<file path="config.mk">
export PLATFORM = sky130hd
export DESIGN_NAME = ccl_regs
export DESIGN_NICKNAME = d
export VERILOG_FILES = /design/src/hdl/ccl_pkg.sv /design/src/hdl/ccl_regs.sv
export VERILOG_INCLUDE_DIRS = /design/src /design/src/hdl
export SDC_FILE = /design/constraint.sdc
export NUM_CORES = 1
export LEC_CHECK = 0
export ABC_AREA = 0
export ABC_CLOCK_PERIOD_IN_PS = 4000
export BUFFER_PORTS_ARGS = -buffer_cell sky130_fd_sc_hd__buf_2
export CAP_MARGIN = 10
export CORE_MARGIN = 2
export CORE_UTILIZATION = 50
export CTS_CLUSTER_SIZE = 40
export DETAILED_ROUTE_END_ITERATION = 12
export PLACE_DENSITY = 0.75
export SLEW_MARGIN = 20
export SYNTH_ARGS = -nofsm -noshare
export SYNTH_HDL_FRONTEND = slang
export SYNTH_SLANG_ARGS = --single-unit
</file>
<file path="constraint.sdc">
create_clock -name pclk -period 4 [get_ports pclk]
set_clock_uncertainty 0.2 [all_clocks]
set_input_delay 0.2 -clock pclk [delete_from_list [all_inputs] [get_ports pclk]]
set_output_delay 0.2 -clock pclk [all_outputs]
set_load 0.05 [all_outputs]
</file>
<file path="src/hdl/ccl_defines.svh">
// Offsets, fields, reset values and timing counts of the channel register set
`ifndef CCL_DEFINES_SVH
`define CCL_DEFINES_SVH
// Register indexes; byte address is four times the index
`define CCL_IDX_LOOP_IE 6'h01
`define CCL_IDX_DEBOUNCE 6'h02
`define CCL_IDX_PIN_DATA 6'h03
`define CCL_IDX_TX_SLOT 6'h04
`define CCL_IDX_RX_SLOT 6'h05
`define CCL_IDX_MON_LOW 6'h06
`define CCL_IDX_MON_HIGH 6'h07
`define CCL_IDX_IRQ_STATUS 6'h08
`define CCL_IDX_IRQ_MASK 6'h09
`define CCL_IDX_CTRL 6'h0a
// Field positions
`define CCL_IE_LSB 3
`define CCL_HIGHWAY_BIT 7
`define CCL_CTRL_LINEAR 0
`define CCL_CTRL_DIR_LSB 1
// Reset values
`define CCL_RST_BYTE 8'h00
`define CCL_RST_IRQ 5'h00
`define CCL_RST_CTRL 4'h0
// Timing: one debounce step, and the ground-key interval multiple
`define CCL_STEP_MS 2
`define CCL_CLK_KHZ 25000
`define CCL_STEP_CYCLES (`CCL_STEP_MS * `CCL_CLK_KHZ)
`define CCL_GK_INTERVALS 6
`endif

</file>
<file path="src/hdl/ccl_pkg.sv">
// Types shared by the channel register set
package ccl_pkg;
  typedef enum logic {CCL_COMPANDED, CCL_LINEAR} ccl_code_t;
  typedef logic [6:0] ccl_slot_t;
  typedef logic [4:0] ccl_irq_t;
endpackage

</file>
<file path="src/hdl/ccl_regs.sv">
// Per-channel local register set of a telephony codec, APB slave
//
// Behaviour
// - Five enables gate bidir-pin and supervision change interrupts; reset cleared.
// - Bidir pin change interrupts only while that pin is an input.
// - Loopback bits 2..0: timeslot digital, onebit analog, onebit digital; reset off.
// - Hook debounce time is low nibble times 2 ms, reset 0.
// - Ground-key interval is high nibble times 2 ms; min debounce up to 180 ms.
// - Pin data shows outputs, bidir pins and supervision inputs; bit 7 reserved.
// - Bidir pins set as outputs ignore pin data writes; global values drive them.
// - Seven-bit transmit slot field selects slot 0..127; reset 0.
// - Transmit highway bit 7 picks first highway when clear, second when set.
// - Seven-bit receive slot field selects slot 0..127; reset 0.
// - Receive highway bit picks first highway when clear, second when set.
// - Low monitor returns sample low byte, or whole compressed byte.
// - Monitor reads never disturb the transmitted sample.
// - In linear mode high monitor returns sample bits 15..8.
// - In companded mode high monitor reads zero.
// - Registers selected by address; monitor registers are read only.
//
// The implementer's own choice: the APB interface to the registers.
`include "ccl_defines.svh"

module ccl_regs #(
  parameter int STEP_CYCLES = `CCL_STEP_CYCLES
) (
  // Clock, reset, enable
  input wire logic pclk,
  input wire logic presetn,
  input wire logic ce,
  // APB slave
  input wire logic psel,
  input wire logic penable,
  input wire logic pwrite,
  input wire logic [7:0] paddr,
  input wire logic [31:0] pwdata,
  output logic [31:0] prdata,
  output logic pready,
  output logic pslverr,
  // Supervision inputs
  input wire logic hook_input,
  input wire logic ground_key_input,
  // Bidirectional line pins
  input wire logic line_bidir_pin_a_i,
  input wire logic line_bidir_pin_b_i,
  input wire logic line_bidir_pin_c_i,
  output logic line_bidir_pin_a_o,
  output logic line_bidir_pin_b_o,
  output logic line_bidir_pin_c_o,
  output logic line_bidir_pin_a_oe,
  output logic line_bidir_pin_b_oe,
  output logic line_bidir_pin_c_oe,
  // Output pins
  output logic line_output_a,
  output logic line_output_b,
  // Global output values for the bidir pins
  input wire logic global_bidir_a_output,
  input wire logic global_bidir_b_output,
  input wire logic global_bidir_c_output,
  // Transmit sample being sent
  input wire logic [15:0] tx_sample,
  // Loopback and PCM routing
  output logic digital_loop_timeslot,
  output logic analog_loop_onebit,
  output logic digital_loop_onebit,
  output ccl_pkg::ccl_slot_t transmit_slot_select,
  output logic transmit_highway_select,
  output ccl_pkg::ccl_slot_t receive_slot_select,
  output logic receive_highway_select,
  // Interrupt
  output logic irq
);

  ////////////////////////////////////////////////////////////////////////
  // Register state
  logic [7:0] loop_ie_q;
  logic [7:0] deb_cfg_q;
  logic [1:0] so_q;
  logic [7:0] tx_q;
  logic [7:0] rx_q;
  ccl_pkg::ccl_irq_t status_q;
  ccl_pkg::ccl_irq_t status_d;
  ccl_pkg::ccl_irq_t mask_q;
  logic [3:0] ctrl_q;
  logic [31:0] prdata_q;
  logic pready_q;
  logic pslverr_q;
  logic irq_q;
  logic [2:0] bd_o_q;
  logic [2:0] bd_oe_q;
  logic [2:0] bd_prev_q;
  logic [1:0] deb_q;
  logic [1:0] deb_d;

  ////////////////////////////////////////////////////////////////////////
  // Address decode
  wire [5:0] idx = paddr[7:2];
  wire setup = psel & ~penable;
  wire done = psel & penable & pready_q;
  wire wr_done = done & pwrite & ~pslverr_q;
  wire aligned = (paddr[1:0] == 2'b00);
  wire hit_loop = (idx == `CCL_IDX_LOOP_IE);
  wire hit_deb = (idx == `CCL_IDX_DEBOUNCE);
  wire hit_pin = (idx == `CCL_IDX_PIN_DATA);
  wire hit_tx = (idx == `CCL_IDX_TX_SLOT);
  wire hit_rx = (idx == `CCL_IDX_RX_SLOT);
  wire hit_mlo = (idx == `CCL_IDX_MON_LOW);
  wire hit_mhi = (idx == `CCL_IDX_MON_HIGH);
  wire hit_sts = (idx == `CCL_IDX_IRQ_STATUS);
  wire hit_msk = (idx == `CCL_IDX_IRQ_MASK);
  wire hit_ctl = (idx == `CCL_IDX_CTRL);
  wire hit_rw = hit_loop | hit_deb | hit_pin | hit_tx | hit_rx | hit_msk | hit_ctl;
  wire hit_ro = hit_mlo | hit_mhi | hit_sts;
  // Read-only registers refuse the write form
  wire bad = ~aligned | ~(hit_rw | (hit_ro & ~pwrite));

  ////////////////////////////////////////////////////////////////////////
  // Live views of pins and sample
  wire linear = (ctrl_q[`CCL_CTRL_LINEAR] == ccl_pkg::CCL_LINEAR);
  wire [2:0] dir = ctrl_q[`CCL_CTRL_DIR_LSB +: 3];
  wire [2:0] bd_in = {line_bidir_pin_c_i, line_bidir_pin_b_i, line_bidir_pin_a_i};
  // An output pin reads back what is driven, an input what is seen
  wire [2:0] bd_view = (dir & bd_o_q) | (~dir & bd_in);
  wire [7:0] pin_view = {1'b0, so_q, bd_view, deb_q};
  // Monitor bytes are taps on the sample; the sample path is untouched
  wire [7:0] mon_lo = tx_sample[7:0];
  wire [7:0] mon_hi = linear ? tx_sample[15:8] : 8'h00;

  // Read multiplexer
  wire [7:0] rd_byte =
    hit_loop ? loop_ie_q :
    hit_deb ? deb_cfg_q :
    hit_pin ? pin_view :
    hit_tx ? tx_q :
    hit_rx ? rx_q :
    hit_mlo ? mon_lo :
    hit_mhi ? mon_hi :
    hit_sts ? {3'h0, status_q} :
    hit_msk ? {3'h0, mask_q} :
    hit_ctl ? {4'h0, ctrl_q} : 8'h00;

  ////////////////////////////////////////////////////////////////////////
  // APB answer: data captured in setup, ready in the access cycle
  always_ff @(posedge pclk or negedge presetn) begin
    if (!presetn) begin
      prdata_q <= 32'h0;
      pready_q <= 1'b0;
      pslverr_q <= 1'b0;
    end else if (ce) begin
      pready_q <= setup;
      pslverr_q <= setup & bad;
      if (setup) begin
        prdata_q <= (bad | pwrite) ? 32'h0 : {24'h0, rd_byte};
      end
    end
  end

  ////////////////////////////////////////////////////////////////////////
  // Writable registers
  always_ff @(posedge pclk or negedge presetn) begin
    if (!presetn) begin
      loop_ie_q <= `CCL_RST_BYTE;
      deb_cfg_q <= `CCL_RST_BYTE;
      so_q <= 2'b00;
      tx_q <= `CCL_RST_BYTE;
      rx_q <= `CCL_RST_BYTE;
      mask_q <= `CCL_RST_IRQ;
      ctrl_q <= `CCL_RST_CTRL;
    end else if (ce && wr_done) begin
      if (hit_loop) loop_ie_q <= pwdata[7:0];
      if (hit_deb) deb_cfg_q <= pwdata[7:0];
      // Bidir bits of a pin write go nowhere; only the output pins take data
      if (hit_pin) so_q <= pwdata[6:5];
      if (hit_tx) tx_q <= pwdata[7:0];
      if (hit_rx) rx_q <= pwdata[7:0];
      if (hit_msk) mask_q <= pwdata[4:0];
      if (hit_ctl) ctrl_q <= pwdata[3:0];
    end
  end

  ////////////////////////////////////////////////////////////////////////
  // Bidir pin drivers follow the global values, never the pin data write
  always_ff @(posedge pclk or negedge presetn) begin
    if (!presetn) begin
      bd_o_q <= 3'b000;
      bd_oe_q <= 3'b000;
      bd_prev_q <= 3'b000;
    end else if (ce) begin
      bd_o_q <= {global_bidir_c_output, global_bidir_b_output,
                 global_bidir_a_output};
      bd_oe_q <= dir;
      bd_prev_q <= bd_in;
    end
  end

  ////////////////////////////////////////////////////////////////////////
  // Shared 2 ms step prescaler; a restart is not aligned to it, so a
  // debounce may run up to one step short of whole steps.
  logic [$clog2(STEP_CYCLES)-1:0] pre_q;
  wire step = (pre_q == ($clog2(STEP_CYCLES))'(STEP_CYCLES - 1));
  always_ff @(posedge pclk or negedge presetn) begin
    if (!presetn) begin
      pre_q <= '0;
    end else if (ce) begin
      pre_q <= step ? '0 : pre_q + 1'b1;
    end
  end

  ////////////////////////////////////////////////////////////////////////
  // Debounce per supervision input: hook waits code steps, ground key
  // waits six intervals of code steps each
  wire [1:0] raw = {ground_key_input, hook_input};
  for (genvar i = 0; i < 2; i++) begin : g_deb
    localparam int MULT = (i == 0) ? 1 : `CCL_GK_INTERVALS;
    wire [3:0] code = deb_cfg_q[4*i +: 4];
    wire [6:0] limit = 7'(code * MULT);
    logic [6:0] cnt_q;
    // Zero code passes straight through; otherwise wait for stability
    assign deb_d[i] = (code == 4'h0) ? raw[i] :
                      (raw[i] != deb_q[i] && step && cnt_q + 7'd1 >= limit) ?
                      raw[i] : deb_q[i];
    always_ff @(posedge pclk or negedge presetn) begin
      if (!presetn) begin
        cnt_q <= 7'h00;
      end else if (ce) begin
        if (raw[i] == deb_q[i] || code == 4'h0 || deb_d[i] != deb_q[i]) begin
          cnt_q <= 7'h00;
        end else if (step) begin
          cnt_q <= cnt_q + 7'd1;
        end
      end
    end
  end

  always_ff @(posedge pclk or negedge presetn) begin
    if (!presetn) begin
      deb_q <= 2'b00;
    end else if (ce) begin
      deb_q <= deb_d;
    end
  end

  ////////////////////////////////////////////////////////////////////////
  // Change events, gated by enables and pin direction
  wire [2:0] bd_chg = (bd_in ^ bd_prev_q) & ~dir;
  wire [4:0] ev = {bd_chg, deb_d ^ deb_q} & loop_ie_q[`CCL_IE_LSB +: 5];
  // Read clears only the bits that were read out, so a later set survives
  wire [4:0] rd_clr = (done & ~pwrite & hit_sts) ? prdata_q[4:0] : 5'h00;
  assign status_d = (status_q & ~rd_clr) | ev;

  always_ff @(posedge pclk or negedge presetn) begin
    if (!presetn) begin
      status_q <= `CCL_RST_IRQ;
      irq_q <= 1'b0;
    end else if (ce) begin
      status_q <= status_d;
      irq_q <= |(status_d & mask_q);
    end
  end

  ////////////////////////////////////////////////////////////////////////
  // Outputs
  assign prdata = prdata_q;
  assign pready = pready_q;
  assign pslverr = pslverr_q;
  assign irq = irq_q;
  assign line_bidir_pin_a_o = bd_o_q[0];
  assign line_bidir_pin_b_o = bd_o_q[1];
  assign line_bidir_pin_c_o = bd_o_q[2];
  assign line_bidir_pin_a_oe = bd_oe_q[0];
  assign line_bidir_pin_b_oe = bd_oe_q[1];
  assign line_bidir_pin_c_oe = bd_oe_q[2];
  assign line_output_b = so_q[1];
  assign line_output_a = so_q[0];
  assign digital_loop_timeslot = loop_ie_q[2];
  assign analog_loop_onebit = loop_ie_q[1];
  assign digital_loop_onebit = loop_ie_q[0];
  assign transmit_slot_select = tx_q[6:0];
  assign transmit_highway_select = tx_q[`CCL_HIGHWAY_BIT];
  assign receive_slot_select = rx_q[6:0];
  assign receive_highway_select = rx_q[`CCL_HIGHWAY_BIT];
endmodule

</file>
==> metrics.txt <==
share of layout cells above drive strength 1 0.255; peak supply drop 0.205 mV; fin nets 743; type of origin of the critical path flip-flop; DIE WIDTH 111 µm; clk_lat worst skew 0.35 ns; Slew @ Worst Pin 0.909 ns; Distinct cells, synth 68; f_max 293 MHz; Mapped Area 5720 µm²; synthesized area per cell 10.3 µm²; Power Density 354 nW/µm²; maxcap violations 0; Synth Instances 556; final hold vios 0; CP Class reg -> reg; Site Rows 39; WL/cell 17.7 µm; first-pass GRT wire length 23500 µm; register bit total from synthesis 100; routability cong. 0.922; placed insts 769; clock sink count 100; Die Area 12300 µm²; CTS max path bufs 2; drt drc 0; fin util 0.594; final period utilization 0.853; Vias 4679; CP arrival 3.44 ns; worst hold path class in -> reg; most instantiated cells after synthesis dfrtp_1 (100), nand2_1 (60), mux2_2 (48), o21ai_0 (46), buf_4 (24); status finished clean; Synth top area share 0.437; worst-path fanout max 8; non-filler cells, final 801; Initial Utilization 0.508; Seq/Total Area, Yosys 0.437; total track usage 0.235; R2R depth 9; vias in the first global route 4631; Post-CTS Setup Bufs 0; CP Capture Type flip-flop; Period minus WS final 3.41 ns; Ys Warns 0; EDFF count, synth 0; Post-CTS Hold Fix Bufs 16; I/O Pins 132; DR iter-0 viols 277; total grt overflow 0; cts repair resizes 0; Max-slew headroom 0.394; top area cells in the synthesized netlist dfrtp_1 (44%), mux2_2 (9.4%), ha_1 (4.2%); chip height 111 µm; setup violators final 0; Clock transition at path regs 0.07 ns; TritonCTS clock tree built; setup_tns 0 ns; Via density 5.84; CORE AREA 11300 µm²; DRT Wirelength 14200 µm; area grow syn2layout 17.1%; biggest area consumer among synthesized cells dfrtp_1; Slew Viols, Final 0; count leader, synth dfrtp_1; P_leak 3.33 nW; asr flop ratio synth 1.00; ANT nets after route 0; Hold Path Stages 3; First-pass DRT Iterations 5; largest net degree at the start of global routing 74; initial antenna violation count 0; RSZ-0062 raised after global routing no; # diodes 0; Primary FF master, synth dfrtp_1; CTS root buf clkbuf_16; HPWL Detailed 10400 µm; TritonCTS buffer count 9; final-layout fill cell count 944; data required time of the worst path 4.03 ns; Tot Pwr 2.38 mW; H-Tree Depth 3; number of port buffers 83
-- report_power, final --
part	switching (mW)	internal [mW]	leakage, nW
combinational	0.191	0.0882	1.84
sequential	0.0367	1.05	1.33
clock	0.382	0.631	0.166
-- final timing paths --
kind | startpoint | to | slack [ns]
min in group asynchronous | presetn | pre_q[1]$_DFFE_PN0P_ | 0.33
setup / recovery | deb_cfg_q[4]$_DFFE_PN0P_ | status_q[1]$_DFFE_PN0P_ | 0.59
hold / removal | pwrite | pslverr$_DFFE_PN0P_ | 0.007
max in group asynchronous | presetn | mask_q[0]$_DFFE_PN0P_ | 2.33
setup reg to reg | deb_cfg_q[4]$_DFFE_PN0P_ | status_q[1]$_DFFE_PN0P_ | 0.59
hold reg to reg | prdata[6]$_DFFE_PN0P_ | prdata[6]$_DFFE_PN0P_ | 0.29
-- layer usage --
metal / routed length [µm] / share of wire / up-vias / track usage
met5: 0 / 0 / - / 0
met4: 216 / 0.015 / 0 / 0.0750
met3: 837 / 0.059 / 26 / 0.0399
met2: 7100 / 0.50 / 198 / 0.399
met1: 6010 / 0.42 / 2303 / 0.307
li1: - / - / 2152 / -
-- layout by cell type (no fill, tap or decap), types with 5 or more instances in the layout --
master and n:
nand4_1 5, xnor2_1 15, o21ai_0 46, clkbuf_16 9, a31oi_1 5, nand3_1 17
mux2i_1 9, buf_4 5, nand2b_1 6, nand2_1 60, nor2b_1 7, xor2_1 13
mux2_2 48, buf_2 82, dfrtp_1 100, ha_1 19, and2_1 9, and3_1 6
inv_1 16, dlygate4sd3_1 16, nor3_1 6, a22o_1 6, nor2_1 20, conb_1 24
a21oi_1 23
-- critical path: stages (launching register included) --
cell and delay [ns]:
dfrtp_1 0.43, ha_1 0.20, inv_1 0.06, fa_1 0.40
xor2_1 0.19, ha_1 0.19, or4_1 0.52, o22ai_1 0.55
o21ai_0 0.25, mux2_2 0.31
-- cell type report --
type	count	area, µm²	share of cell area
well taps	143	179	0.0267
clock inverters	5	106	0.0159
flip-flops and latches	100	2500	0.373
repair buffers	103	608	0.0908
multi-input cells	423	3000	0.448
clock buffers	11	243	0.0362
inverters	16	60.1	0.00896
-- flip-flops by register name, indices dropped and copies added (netlist names), 3 cells and up --
register,flops
pre_q,16
deb_cfg_q,8
mask_q,5
status_q,5
bd_o_q,3
ctrl_q,4
loop_ie_q,8
prdata,8
rx_q,8
bd_oe_q,3
tx_q,8
bd_prev_q,3
g_deb.cnt_q,14
-- logic make-up (layout without fill, tap and decap cells) --
group | after synthesis | count (layout) | share of synthesized area
xor gates and xnor gates | 28 | 28 | 0.0429
other | 1 | 24 | 0.000655
adders and majority gates | 20 | 20 | 0.0450
muxes | 60 | 60 | 0.122
and+or+nand+nor | 167 | 167 | 0.160
DFF | 100 | 100 | 0.437
buffers and inverters | 56 | 135 | 0.0533
AOI/OAI and AO/OA | 124 | 124 | 0.139
-- stage by stage --
stage	area (µm²)	setup WS, ns	hold slack, ns
2_1_floorplan	5810	1.05	-0.296
3_3_place_gp	6190	0.796	0.184
3_5_place_dp	6190	0.634	0.195
4_1_cts	6700	0.593	0.00325
5_1_grt	6700	0.407	0.0133
6_report	6700	0.590	0.00747
Power figures use the tool's default switching activity.
